File: config.mk
export PLATFORM = sky130hd
export DESIGN_NAME = watchdog_timer_unit
export DESIGN_NICKNAME = d
export VERILOG_FILES = /design/src/wdt_pkg.sv /design/src/watchdog_timer_unit.sv
export SDC_FILE = /design/constraint.sdc
export NUM_CORES = 1
export LEC_CHECK = 0
export ABC_CLOCK_PERIOD_IN_PS = 2200
export BUFFER_PORTS_ARGS = -buffer_cell sky130_fd_sc_hd__buf_2
export CORE_AREA = 2 2 89 91
export CTS_CLUSTER_DIAMETER = 120
export DETAILED_ROUTE_END_ITERATION = 7
export DIE_AREA = 0 0 91 93
export HOLD_SLACK_MARGIN = 0.06
export PLACE_DENSITY_LB_ADDON = 0.1
export RECOVER_POWER = 100
export SLEW_MARGIN = 5
export SYNTH_ARGS = -nofsm -noshare
export SYNTH_HDL_FRONTEND = slang
export SYNTH_SLANG_ARGS = --single-unit
File: constraint.sdc
create_clock -name mclk -period 2.2 [get_ports mclk]
set_clock_uncertainty 0.15 [all_clocks]
set_input_delay 0.22 -clock mclk [delete_from_list [all_inputs] [get_ports mclk]]
set_output_delay 0.22 -clock mclk [all_outputs]
set_load 0.03 [all_outputs]
File: src/wdt_pkg.sv
// wdt_pkg: constants and types for the watchdog timer unit
// assumes a single 100 MHz clock and a 32-bit avalon-mm register slave
package wdt_pkg;

	// clock and machine cycle
	localparam int CLK_HZ = 100_000_000;
	localparam int CLK_PERIOD_NS = 10;
	localparam int MC_CLKS_DEF = 12; // oscillator clocks per machine cycle
	localparam int TIMER_BITS_DEF = 14;
	localparam int PRESC_BITS = 8;
	localparam int RESET_MC = 2; // reset pulse, machine cycles

	// reference point: 20 mhz oscillator, shortest time-out 19.66 ms
	localparam int REF_OSC_HZ = 20_000_000;
	localparam int REF_MIN_TIMEOUT_US = 19660;
	localparam int REF_MAX_TIMEOUT_MS = 2500;

	// register word indices (byte address = index * 4)
	localparam logic [2:0] ADDR_CTRL = 3'h0;
	localparam logic [2:0] ADDR_STATUS = 3'h1;
	localparam logic [2:0] ADDR_INT_EN = 3'h2;
	localparam logic [2:0] ADDR_INT_CLR = 3'h3;
	localparam logic [2:0] ADDR_COUNT = 3'h4;

	// control register fields
	localparam int BIT_ENABLE = 7;
	localparam int BIT_CLEAR = 6;
	localparam int BIT_IDLE_RUN = 4;
	localparam int PS_LSB = 0;
	localparam int PS_MSB = 2;
	localparam logic [7:0] CTRL_RESET = 8'h00;

	// event bits of status, enable and clear registers
	localparam int EV_TIMEOUT = 0;
	localparam int EV_WDT_RESET = 1;
	localparam int EV_BITS = 2;
	localparam logic [EV_BITS-1:0] EV_RESET = 2'h0;

	// control register contents
	typedef struct packed {
		logic enable;
		logic clear;
		logic idleRun;
		logic [2:0] presc;
	} ctrl_t;

	// reset pulse sequencer
	typedef enum logic [1:0] {
		ST_RUN = 2'b01,
		ST_PULSE = 2'b10
	} wdt_state_t;

endpackage

File: src/watchdog_timer_unit.sv
// watchdog_timer_unit: free-running watchdog with avalon-mm registers
// assumes mclk is the oscillator, rst a synchronous system reset, and
// idleMode/powerDown come from core logic on the same clock
//
// Contract
// - free-running divider chain with selectable tap
// - time-out resets system only when enabled
// - enable bit one turns watchdog on
// - system reset leaves watchdog disabled
// - system reset zeroes count and prescaler
// - clear bit zeroes timer and prescaler
// - clear acts on next machine cycle
// - clear bit returns to zero itself
// - idle-run bit decides counting in idle
// - three-bit select divides by 2 to 256
// - time-out is 2^14 x prescale x 12 clocks
// - 20 MHz gives 19.66 ms to 2.52 s
// - idle keeps peripheral clock running
// - power-down stops all counting; a reset pulse already started still counts down to its end
//
// Added by the designer: the Avalon-MM interface to the registers and the address map.
`timescale 1ns/1ps
module watchdog_timer_unit #(
	parameter int MC_CLKS = wdt_pkg::MC_CLKS_DEF,
	parameter int TIMER_BITS = wdt_pkg::TIMER_BITS_DEF
) (
	// clock and reset
	input wire logic mclk,
	input wire logic rst,
	// avalon-mm slave
	input wire logic [4:0] address,
	input wire logic read,
	input wire logic write,
	input wire logic [31:0] writedata,
	input wire logic [3:0] byteenable,
	output logic [31:0] readdata,
	output logic waitrequest,
	// power state of the core
	input wire logic idleMode,
	input wire logic powerDown,
	// system reset request and interrupt
	output logic wdtReset,
	output logic irq
);

	localparam int MCW = $clog2(MC_CLKS);
	localparam int RESET_CLKS = wdt_pkg::RESET_MC * MC_CLKS;
	localparam int RCW = $clog2(RESET_CLKS);

	// tap select
	// code k divides by 2^(k+1); code 001 is 4, 010 is 8
	function automatic logic [wdt_pkg::PRESC_BITS-1:0] tapMask(
		input logic [2:0] code
	);
		logic [8:0] m;
		m = (9'h002 << code) - 9'h001;
		return m[wdt_pkg::PRESC_BITS-1:0];
	endfunction

	logic [MCW-1:0] mcCnt_reg;
	logic [wdt_pkg::PRESC_BITS-1:0] prescCnt_reg;
	logic [TIMER_BITS-1:0] timerCnt_reg;
	logic [RCW-1:0] pulseCnt_reg;
	logic [RCW:0] pulseLen_reg;
	wdt_pkg::ctrl_t ctrl_reg;
	wdt_pkg::wdt_state_t state_reg;
	logic [wdt_pkg::EV_BITS-1:0] status_reg;
	logic [wdt_pkg::EV_BITS-1:0] intEn_reg;
	logic [wdt_pkg::EV_BITS-1:0] events;
	logic [wdt_pkg::EV_BITS-1:0] statusClr;
	logic [31:0] readdata_next;
	logic [2:0] addrIdx;
	logic accept;
	logic laneWr;
	logic ctrlWr;
	logic mcTick;
	logic run;
	logic prescTick;
	logic timeout;
	logic [wdt_pkg::PRESC_BITS-1:0] mask;

	// bus decode; byte lane 0 carries every writable field
	assign addrIdx = address[4:2];
	assign accept = (read || write) && !waitrequest;
	assign laneWr = accept && write && byteenable[0];
	assign ctrlWr = laneWr && addrIdx == wdt_pkg::ADDR_CTRL;

	// machine cycle strobe; oscillator stops in power-down
	// power-down freeze
	assign mcTick = !powerDown && mcCnt_reg == MCW'(MC_CLKS - 1);

	assign run = mcTick && state_reg == wdt_pkg::ST_RUN &&
		(!idleMode || ctrl_reg.idleRun);

	assign mask = tapMask(ctrl_reg.presc);

	assign prescTick = run && (prescCnt_reg & mask) == mask;

	// reference time-out
	// a clear applied at this very tick wins over the time-out
	assign timeout = prescTick && &timerCnt_reg && !ctrl_reg.clear;

	// machine cycle divider: twelve oscillator clocks each
	always_ff @(posedge mclk) begin
		if (rst) begin
			mcCnt_reg <= '0;
		end else if (!powerDown) begin
			mcCnt_reg <= mcTick ? '0 : mcCnt_reg + MCW'(1);
		end
	end

	// prescaler and 14-bit timer
	always_ff @(posedge mclk) begin
		if (rst || state_reg == wdt_pkg::ST_PULSE) begin
			prescCnt_reg <= '0;
			timerCnt_reg <= '0;
		end else if (mcTick && ctrl_reg.clear) begin
			prescCnt_reg <= '0;
			timerCnt_reg <= '0;
		end else if (run) begin
			prescCnt_reg <= prescCnt_reg + 8'h01;
			if (prescTick) begin
				timerCnt_reg <= timerCnt_reg + TIMER_BITS'(1);
			end
		end
	end

	// control register
	always_ff @(posedge mclk) begin
		if (rst) begin
			ctrl_reg <= wdt_pkg::ctrl_t'(wdt_pkg::CTRL_RESET[5:0]);
		end else if (state_reg == wdt_pkg::ST_PULSE) begin
			ctrl_reg.enable <= 1'b0;
			ctrl_reg.clear <= 1'b0;
		end else begin
			if (ctrlWr) begin
				ctrl_reg.enable <= writedata[wdt_pkg::BIT_ENABLE];
				ctrl_reg.idleRun <= writedata[wdt_pkg::BIT_IDLE_RUN];
				ctrl_reg.presc <= writedata[wdt_pkg::PS_MSB:wdt_pkg::PS_LSB];
			end
			if (ctrlWr && writedata[wdt_pkg::BIT_CLEAR]) begin
				ctrl_reg.clear <= 1'b1;
			end else if (mcTick) begin
				ctrl_reg.clear <= 1'b0;
			end
		end
	end

	// reset pulse sequencer
	always_ff @(posedge mclk) begin
		if (rst) begin
			state_reg <= wdt_pkg::ST_RUN;
			pulseCnt_reg <= '0;
			wdtReset <= 1'b0;
		end else begin
			unique case (state_reg)
				wdt_pkg::ST_RUN: begin
					if (timeout && ctrl_reg.enable) begin
						state_reg <= wdt_pkg::ST_PULSE;
						pulseCnt_reg <= RCW'(RESET_CLKS - 1);
						wdtReset <= 1'b1;
					end
				end
				wdt_pkg::ST_PULSE: begin
					if (pulseCnt_reg == '0) begin
						state_reg <= wdt_pkg::ST_RUN;
						wdtReset <= 1'b0;
					end else begin
						pulseCnt_reg <= pulseCnt_reg - RCW'(1);
					end
				end
				default: begin
					state_reg <= wdt_pkg::ST_RUN;
					wdtReset <= 1'b0;
				end
			endcase
		end
	end

	// events: every time-out, and each reset pulse started
	always_comb begin
		events = '0;
		events[wdt_pkg::EV_TIMEOUT] = timeout;
		events[wdt_pkg::EV_WDT_RESET] = timeout && ctrl_reg.enable &&
			state_reg == wdt_pkg::ST_RUN;
	end

	assign statusClr = (laneWr && addrIdx == wdt_pkg::ADDR_INT_CLR) ?
		writedata[wdt_pkg::EV_BITS-1:0] : '0;

	// sticky status; a new event wins over a clear in the same cycle
	always_ff @(posedge mclk) begin
		if (rst) begin
			status_reg <= wdt_pkg::EV_RESET;
		end else begin
			status_reg <= (status_reg & ~statusClr) | events;
		end
	end

	// interrupt enable register
	always_ff @(posedge mclk) begin
		if (rst) begin
			intEn_reg <= wdt_pkg::EV_RESET;
		end else if (laneWr && addrIdx == wdt_pkg::ADDR_INT_EN) begin
			intEn_reg <= writedata[wdt_pkg::EV_BITS-1:0];
		end
	end

	// level interrupt from enabled status bits
	always_ff @(posedge mclk) begin
		if (rst) begin
			irq <= 1'b0;
		end else begin
			irq <= |(status_reg & intEn_reg);
		end
	end

	// read multiplexer; unmapped and write-only words read zero
	always_comb begin
		readdata_next = '0;
		unique case (addrIdx)
			wdt_pkg::ADDR_CTRL: begin
				readdata_next[wdt_pkg::BIT_ENABLE] = ctrl_reg.enable;
				readdata_next[wdt_pkg::BIT_CLEAR] = ctrl_reg.clear;
				readdata_next[wdt_pkg::BIT_IDLE_RUN] = ctrl_reg.idleRun;
				readdata_next[wdt_pkg::PS_MSB:wdt_pkg::PS_LSB] = ctrl_reg.presc;
			end
			wdt_pkg::ADDR_STATUS: begin
				readdata_next[wdt_pkg::EV_BITS-1:0] = status_reg;
			end
			wdt_pkg::ADDR_INT_EN: begin
				readdata_next[wdt_pkg::EV_BITS-1:0] = intEn_reg;
			end
			wdt_pkg::ADDR_COUNT: begin
				readdata_next[TIMER_BITS-1:0] = timerCnt_reg;
			end
			default: begin
				readdata_next = '0;
			end
		endcase
	end

	// bus handshake: one wait cycle, then a single accept cycle
	always_ff @(posedge mclk) begin
		if (rst) begin
			waitrequest <= 1'b1;
			readdata <= '0;
		end else if ((read || write) && waitrequest) begin
			waitrequest <= 1'b0;
			readdata <= read ? readdata_next : 32'h0000_0000;
		end else begin
			waitrequest <= 1'b1;
		end
	end

	// high time of the current reset pulse, seen by pulse_len_a
	always_ff @(posedge mclk) begin
		if (rst || !wdtReset) begin
			pulseLen_reg <= '0;
		end else begin
			pulseLen_reg <= pulseLen_reg + (RCW + 1)'(1);
		end
	end

	// checks of the watchdog behaviour
	reset_disables_a: assert property (
		@(posedge mclk) rst |=> !ctrl_reg.enable && !wdtReset
	) else $error("watchdog enabled after reset");

	reset_zeroes_a: assert property (
		@(posedge mclk) rst |=> prescCnt_reg == '0 && timerCnt_reg == '0
	) else $error("count not zero after reset");

	clear_zeroes_a: assert property (
		@(posedge mclk) disable iff (rst)
		mcTick && ctrl_reg.clear && !ctrlWr |=>
			prescCnt_reg == '0 && timerCnt_reg == '0 && !ctrl_reg.clear
	) else $error("clear did not zero the chain");

	clear_self_a: assert property (
		@(posedge mclk) disable iff (rst || powerDown)
		ctrl_reg.clear && !ctrlWr |-> ##[1:12] !ctrl_reg.clear
	) else $error("clear bit stuck");

	timeout_reset_a: assert property (
		@(posedge mclk) disable iff (rst)
		timeout && ctrl_reg.enable |=> wdtReset
	) else $error("enabled time-out gave no reset");

	timeout_quiet_a: assert property (
		@(posedge mclk) disable iff (rst)
		timeout && !ctrl_reg.enable && !wdtReset |=> !wdtReset
	) else $error("disabled time-out reset the system");

	pulse_len_a: assert property (
		@(posedge mclk) disable iff (rst)
		$fell(wdtReset) |-> pulseLen_reg == (RCW + 1)'(RESET_CLKS) &&
			!ctrl_reg.enable && timerCnt_reg == '0
	) else $error("reset pulse length wrong");

	powerdown_hold_a: assert property (
		@(posedge mclk) disable iff (rst)
		powerDown |=> $stable(timerCnt_reg) && $stable(prescCnt_reg)
	) else $error("watchdog moved in power-down");

	idle_hold_a: assert property (
		@(posedge mclk) disable iff (rst)
		idleMode && !ctrl_reg.idleRun && !ctrl_reg.clear &&
			state_reg == wdt_pkg::ST_RUN |=> $stable(timerCnt_reg)
	) else $error("watchdog counted in idle");

	tap_step_a: assert property (
		@(posedge mclk) disable iff (rst)
		prescTick && !ctrl_reg.clear && !ctrlWr |=>
			(prescCnt_reg & tapMask(ctrl_reg.presc)) == '0
	) else $error("prescaler tap misaligned");

	irq_level_a: assert property (
		@(posedge mclk) disable iff (rst)
		|(status_reg & intEn_reg) |=> irq
	) else $error("interrupt missing");

	bus_answer_a: assert property (
		@(posedge mclk) disable iff (rst)
		(read || write) && waitrequest |=> !waitrequest
	) else $error("bus request not answered");

	// main scenarios
	cov_reset_c: cover property (@(posedge mclk) $rose(wdtReset));
	cov_clear_c: cover property (@(posedge mclk)
		mcTick && ctrl_reg.clear && timerCnt_reg != '0);
	cov_idle_c: cover property (@(posedge mclk)
		idleMode && ctrl_reg.idleRun && prescTick);
	cov_irq_c: cover property (@(posedge mclk) $rose(irq));

endmodule // watchdog_timer_unit

# Yosys cells after proc, flatten, opt, wreduce, memory -nomap -nowiden
# Index checks and enable logic that the tools add are counted.
[word_totals]
ff_bits = 78
inputBits = 47
output_inout_bits = 35
elab_cells = 96
[classes]
n_addsub = 5
n_eq_ne = 11
shift = 1
mux = 22
bitwise = 6
reduce_logical = 36
[ops]
columns = ["operator", "count"]
rows = [
  ["logical AND 1 bit", 17],
  ["adder 14 x 1 -> 14 bit, second input constant", 1],
  ["two-way mux 14 bit", 1],
  ["AND reduction 14 bit", 1],
  ["two-way mux 5 bit", 2],
  ["case mux 5 bit (2 select lines)", 1],
  ["adder 8 x 1 -> 8 bit, second input constant", 1],
  ["AND 8 bit", 1],
  ["equality test 8 bit", 1],
  ["case mux 2 bit (2 select lines)", 2],
  ["case mux 2 bit (4 select lines)", 1],
  ["<< shifter 2 x 3 -> 8 bit, first input constant", 1],
  ["subtractor 8 x 1 -> 8 bit, second input constant", 1],
  ["two-way mux 1 bit", 7],
  ["equality test 3 x 2 -> 1 bit, second input constant", 2],
  ["two-way mux 2 bit", 3],
  ["two-way mux 6 bit", 1],
  ["case mux 1 bit (2 select lines)", 3],
  ["AND reduction 2 bit", 3],
  ["OR reduction 2 bit", 3],
  ["zero test 5 bit", 1],
  ["subtractor 5 x 1 -> 5 bit, second input constant", 1],
  ["adder 4 x 1 -> 4 bit, second input constant", 1],
  ["AND 2 bit", 2],
  ["16 further kinds", 23],
]

# Logic depth before layout (Yosys ltp)
# Gate-level depths: netlist (run 1).
[depth]
ltp_word = 10
ltp_mapped = 7

# Worst setup path before layout (run 1)
# OpenSTA, ideal clock, no wires.
[synth_path]
path_type = "reg2reg"
startpoint = "register mcCnt_reg[0]"
endpoint = "register status_reg[0] (netlist bit)"
t_arrival_ps = 1825
t_required_ps = 1980
slack_ps = 154
stages_incl_launch_ff = 7
path_buffers = 0
period_less_slack_ps = 2046
path_cell_list = "dfxtp_1 > ha_1 > nand4bb_4 > nor3_4 > nand4_2 > or4_1 > a21oi_1"
[synth_between]
elab_chain_len = 8
[synth_rtl]
columns = ["element", "line", "source"]
rows = [
  ["start, declared", "watchdog_timer_unit.sv:60", "logic [MCW-1:0] mcCnt_reg;"],
  ["start signal, assigned", "watchdog_timer_unit.sv:108", "mcCnt_reg <= mcTick ? '0 : mcCnt_reg + MCW'(1);"],
  ["equality test 4 bit", "watchdog_timer_unit.sv:90", "assign mcTick = !powerDown && mcCnt_reg == MCW'(MC_CLKS - 1);"],
  ["logical AND 1 bit", "watchdog_timer_unit.sv:90", ""],
  ["logical AND 1 bit (2 in a row)", "watchdog_timer_unit.sv:92", "assign run = mcTick && state_reg == wdt_pkg::ST_RUN &&"],
  ["logical AND 1 bit", "watchdog_timer_unit.sv:97", "assign prescTick = run && (prescCnt_reg & mask) == mask;"],
  ["logical AND 1 bit (2 in a row)", "watchdog_timer_unit.sv:101", "assign timeout = prescTick && &timerCnt_reg && !ctrl_reg.clear;"],
  ["bitwise OR 2 bit", "watchdog_timer_unit.sv:196", "status_reg <= (status_reg & ~statusClr) | events;"],
  ["end signal, assigned", "watchdog_timer_unit.sv:194", "status_reg <= wdt_pkg::EV_RESET;"],
  ["end signal, assigned", "watchdog_timer_unit.sv:196", ""],
  ["end, declared", "watchdog_timer_unit.sv:67", "logic [wdt_pkg::EV_BITS-1:0] status_reg;"],
]
# No other way between the ends.
# A chain may end at the register's enable or synchronous reset.

# Final worst setup path (run 1)
[layout_path]
startpoint = "register mcCnt_reg[1]"
endpoint = "register status_reg[0] (netlist bit)"
# Same word-level chain as after synthesis.

==> results of run 1 <==
[cells in the final DEF, fill, tap and decap left out, types with 4 or more instances in the layout]
cell type	count
mux2i_1	10
a21oi_1	23
or4_1	6
nor3_1	8
inv_1	7
nand2_1	32
a22oi_1	14
nor2_1	35
nand2b_1	9
nand4_1	8
buf_2	15
o21ai_0	6
clkbuf_8	10
a31oi_1	6
clkbuf_1	22
nor2b_1	4
conb_1	18
buf_4	24
dlygate4sd3_1	6
and3_1	6
xor2_1	8
nand3_1	14
dfxtp_1	59
ha_1	4
[layer usage]
metal  track usage, %  vias to the layer above  routed length [um]
li1                 -                     1307                   -
met1            22.09                     1196                3352
met2            28.21                       55                3113
met3            3.143                       11                 249
met4            7.576                        0                 127
met5                0                        -                   0
[report_power, final]
part	internal, W	total, W	leakage [nW]	switching, W
registers	0.00107	0.00108	0.476	0.00000394
logic	0.0000417	0.000145	0.788	0.000103
clock network	0.000428	0.000840	0.0860	0.000413
total	0.00154	0.00206	1.35	0.000520
[critical path: cells and delay by family (launching register included)]
kind / cells / cell delay, ns
AOI/OAI and AO/OA: 1 / 0.15
adders and majority gates: 1 / 0.23
DFF: 1 / 0.36
and+or+nand+nor: 4 / 1.09
[cell usage after synthesis (all sizes together), types with 3 or more instances]
library cell   n  area share (%)
nand4b         3            0.89
buf           24             5.5
o31ai          3            0.77
a31o           3            0.89
nor3           9             1.9
ha             5             2.1
a211oi         3            0.77
a21oi         23             3.9
and3           6             1.3
nand3         14             2.4
mux2i         10             3.4
clkbuf        11             1.4
dfxtp         59              40
mux2           4             1.5
nor2          35             4.5
inv            7            0.89
nand2         32             4.1
or2            4            0.85
a22oi         14             3.6
o21ai          7             1.2
nand4          9             2.1
xor2           8             2.4
nor2b          4            0.85
or4            6             1.5
xnor2          3            0.89
nand2b         9             1.9
a31oi          6             1.3
[worst max path at each step]
stage	from	endpoint	slack, ns	cells after the start
after floorplan	mcCnt_reg[0]	status_reg[0]	0.15	6
after global placement	mcCnt_reg[1]	status_reg[0]	0.06	6
after detailed placement	mcCnt_reg[1]	status_reg[0]	0.02	6
after CTS	mcCnt_reg[1]	status_reg[0]	0.02	6
after global routing	mcCnt_reg[1]	status_reg[0]	-0.006	6
final	mcCnt_reg[1]	status_reg[0]	0.15	6
[cell type report]
type / instances / area (um2) / area share (%)
tap: 102 / 127.6 / 3.660
multi-input combinational: 259 / 1602 / 45.93
clock inverter: 3 / 15.01 / 0.4306
timing repair buffer: 65 / 390.4 / 11.19
inverter: 7 / 26.28 / 0.7535
clock buffer: 12 / 145.1 / 4.162
sequential: 59 / 1181 / 33.87
[kinds of logic (layout without fill, tap and decap cells)]
group | Yosys count | in the layout | share of synthesized area, %
buffers and inverters | 42 | 87 | 7.823
adders and majority gates | 5 | 5 | 2.126
and+or+nand+nor | 145 | 145 | 27.08
xor gates and xnor gates | 11 | 11 | 3.274
other | 1 | 18 | 0.1274
muxes | 14 | 14 | 4.932
AOI/OAI and AO/OA | 66 | 66 | 14.50
DFF | 59 | 59 | 40.14
[what timing repair did]
action | CTS | global route
hold buffers | 6 | 0
pin swaps | 0 | 2
resized for setup | 1 | 1
hold endpoints to repair | 8 | 0
setup buffers | 0 | 1
setup endpoints to repair | 1 | 9
[stage by stage]
step                       TNS [ns]  power (W)  setup slack, ns  instances
after global routing      -0.006394   0.002150        -0.006394        507
after floorplan                   0   0.001223           0.1543        360
after CTS                         0   0.002091          0.02195        506
final                             0   0.002063           0.1498        507
after global placement            0   0.001240          0.05588        485
after detailed placement          0   0.001242          0.01956        485
==> metrics, run 1 <==
placed cell areas 3286 um2; fillcell total between 700 and 800; CP max-delay cell or4_1; P&R area growth vs syn 18.49%; final setup fails 0; RR Endpoint status_reg[0]; Post-route DRC 0; Async S/R FF share, synth 0%; final core occ between 40% and 50%; layout cells sized above 1 15.56%; FP Rows 32; vias in the first global route between 2,000 and 2,500; class of the worst hold path primary input to flip-flop; Final Hold Fails 0; Nets 453; hold path startpoint powerDown; Sink Count slightly below 60; router iterations before antenna repair 4; Tightest Pin Transition 0.6664 ns; htree depth 3; Peak VDD IR roughly 270 uV; Hold Path End mcCnt_reg[0]; WP data arrival 2.17 ns; CP peak stage delay around 0.57 ns; worst-case clock buffer depth 2; Syn Area/Cell roughly 8.6 um2; largest net degree at the start of global routing 24; CTS Root Cell clkbuf_8; die area between 8000 and 9000 um2; number of flops mapped to enable cells by yosys 0; Clock transition at path regs about 0.06 ns; die height between 90 and 100 um; FF+latch count, synth between 50 and 60; Crit Path Class flip-flop to flip-flop; max-slew violation count 0; worst endpoint required time approximately 2.3 ns; WL final slightly below 7000 um; core area 7527 um2; initial antenna violation count 0; Via density around 5.1; Syn Inst Count 343; Top Ports just over 80; Synth warnings 0; Syn Std Cell Area between 2000 and 3000 um2; power per cell area a little under 600 nW/um2; Die Width 91 um; total vias in the final route between 2,000 and 3,000; GRT Total Usage 17.17%; Pleak roughly 1.4 nW; max-cap viol count 0; CTS Buf Count 9; Final ANT Viol Nets 0; hold_ws 0.08484 ns; hold path depth 3; Tmin final between 2 and 2.5 ns; first-pass GRT wire length 11,590 um; R2R depth 6; Starting Density a little under 40%; Post-DP HPWL between 4000 and 5000 um; fin crit share about 93%; Yosys cell types 50; crit path capture type flip-flop; CTS tree built; initial drt markers between 80 and 90; fin area ~3500 um2; Slew headroom between 50% and 60%; status complete, no violations; DR WL/cell approximately 13 um; Port Buffers 32; crit start category flip-flop; ys flop type dfxtp_1; ant diodes 0; r2r setup slk 0.15 ns; cell chain of the critical path ha_2, nand4bb_4, nor3_4, nand4_4, or4_1, a21oi_1; total gr overflow 0; FF-to-FF Start mcCnt_reg[1]; Crit Path Max Fanout 7; sequential fraction of the synthesis area 40.14%; clk_lat worst skew between 0.3 and 0.4 ns; Max Freq a little under 0.5 GHz; routability congestion estimate 0.7644
Note: power is estimated with default switching activity, not from simulation.
==> inputs of run 2 (changes only) <==
--- a/config.mk
+++ b/config.mk
@@ -5,7 +5,7 @@
 export SDC_FILE = /design/constraint.sdc
 export NUM_CORES = 1
 export LEC_CHECK = 0
-export ABC_CLOCK_PERIOD_IN_PS = 2200
+export ABC_CLOCK_PERIOD_IN_PS = 2600
 export BUFFER_PORTS_ARGS = -buffer_cell sky130_fd_sc_hd__buf_2
 export CORE_AREA = 2 2 89 91
 export CTS_CLUSTER_DIAMETER = 120
==> constraint.sdc (replaced) <==
create_clock -name mclk -period 2.6 [get_ports mclk]
set_clock_uncertainty 0.15 [all_clocks]
set_input_delay 0.26 -clock mclk [delete_from_list [all_inputs] [get_ports mclk]]
set_output_delay 0.26 -clock mclk [all_outputs]
set_load 0.03 [all_outputs]
==> metrics, run 2 (synthesized netlist as in run 1, its figures left out) <==
RSZ-0062 raised after global routing no; combinational power share 6.5% (-0.5 points); Clock transition at path regs 0.07 ns (about the same); initial antenna violation count 0 (unchanged); worst endpoint required time 2.71 ns (+0.39 ns); met2 global-route usage 26.11% (-2.1 points); htree depth 3 (unchanged); WP data arrival 2.45 ns (+0.28 ns); Net Sw Power 0.0004511 W (-13%); first-pass GRT wire length 11,300 um (-2.5%); ant diodes 0 (unchanged); total negative slack 0 ns (unchanged); total gr overflow 0 (unchanged); core area 7527 um2 (unchanged); class of the worst hold path primary input to flip-flop; P_int 0.001327 W (-14%); Hold Buf Count CTS 4 (-2); max-slew violation count 0 (unchanged); M3 GR Usage 3.546% (+0.40 points); Port Buffers 32 (unchanged); router iterations before antenna repair 4 (unchanged); Sink Count 59 (unchanged); Final ANT Viol Nets 0 (unchanged); Post-DP HPWL 4781 um (-4.2%); Peak VDD IR 194.7 uV (-29%); share of power burned in registers 51.3% (-0.9 points); die height 93 um (unchanged); Tmin final 2.340 ns (+0.2894 ns); final worst slack 0.2604 ns (+0.1106 ns); Crit Path Class flip-flop to flip-flop; crit start category flip-flop; Top Usage Layer GRT met2; max-cap viol count 0 (unchanged); final setup fails 0 (unchanged); Pleak 1.254 nW (-7.1%); P&R area growth vs syn 13.05%; layout cells sized above 1 11.72% (-3.8 points); WL final 6744 um (-1.4%); CTS tree built; M1 GR Usage 21.98% (-0.11 points); fin crit share 89.98% (-3.2 points); power per cell area 534.5 nW/um2 (-9.6%); crit path capture type flip-flop; Setup WS pre-CTS 0.3007 ns (+0.2811 ns); CTS Buf Count 9 (unchanged); Crit Path Max Fanout 14 (+7); worst-case clock buffer depth 2 (unchanged); Nets 431 (-4.9%); total vias in the final route 2,441 (-5.0%); Post-route DRC 0 (unchanged); Via density 5.023 (-0.88%); status complete, no violations; Final Hold Fails 0 (unchanged); Tightest Pin Transition 1.050 ns (+0.3841 ns); CTS Root Cell clkbuf_8; Post-CTS Setup Inserts 0 (unchanged); Slew headroom 29.97% (-26 points); DR WL/cell 13.88 um (+2.8%); FP Rows 32 (unchanged); die area 8463 um2 (unchanged); switching share of power 25.37% (+0.16 points); Post-CTS Resized 0 (-1); commonest non-fill, non-tap cell in the layout dfxtp_1; Starting Density 39.10% (unchanged); GRT Total Usage 16.97% (-0.19 points); initial drt markers 133 (+51%); most frequent cells in the layout dfxtp_1 (59), nor2_1 (35), nand2_1 (32); Die Width 91 um (unchanged); vias in the first global route 2,327 (-0.26%); clk_lat worst skew 0.34 ns (about the same); routability congestion estimate 0.7242 (-5.3%); largest net degree at the start of global routing 25 (+4.2%); Top Ports 82 (unchanged); Max Freq 0.4274 GHz (-12%); clock share of power 42.2% (+1.5 points)
[run 2: metal layers]
metal  vias up  routed length [um]
li1       1260                   -
met1      1115                3363
met2        51                2933
met3        15                 278
met4         0                 169
met5         -                   0
[run 2: worst paths after layout]
kind / from / to / slack [ns] / cells after the start
setup reg to reg: mcCnt_reg[0] / status_reg[0] / 0.26 / 6
hold reg to reg: readdata[0] / readdata[0] / 0.30 / 2
setup / recovery: mcCnt_reg[0] / status_reg[0] / 0.26 / 6
hold / removal: writedata[7] / ctrl_reg[5] / 0.07 / 3
[run 2: stage by stage]
stage                     instance area, um2  std cells  hold WS, ns  util (%)  total power [W]
after floorplan                         3007        360       0.2539         -         0.001035
after global placement                  3143        466       0.2883     41.76         0.001044
after detailed placement                3143        466       0.2897     41.76         0.001046
after CTS                               3362        486      0.06179     44.66         0.001804
after global routing                    3327        486      0.09377     44.20         0.001851
final                                   3327        486      0.06810     44.20         0.001778
[run 2: power groups by stage]
stage	Clock, W	Sequential, W	Combinational [W]
after floorplan	0	0.000934	0.000101
after global placement	0	0.000932	0.000112
after detailed placement	0	0.000932	0.000114
after CTS	0.000774	0.000911	0.000119
after global routing	0.000814	0.000912	0.000125
final	0.000751	0.000912	0.000116
[run 2: critical path: stages, from the launching register on]
cell       delay, ns
dfxtp_1         0.37
ha_1            0.26
nand4bb_4       0.16
nor3_4          0.23
nand4_2         0.32
or4_1           0.62
a21oi_1         0.15
[run 2: cell type report]
cell class,instances,area (um2)
multi-input cells,259,1590
flip-flops and latches,59,1181
repair buffers,43,222.7
fillers,808,4200
inverters,7,26.28
well taps,102,127.6
clock inverters,5,27.53
clock buffers,11,151.4
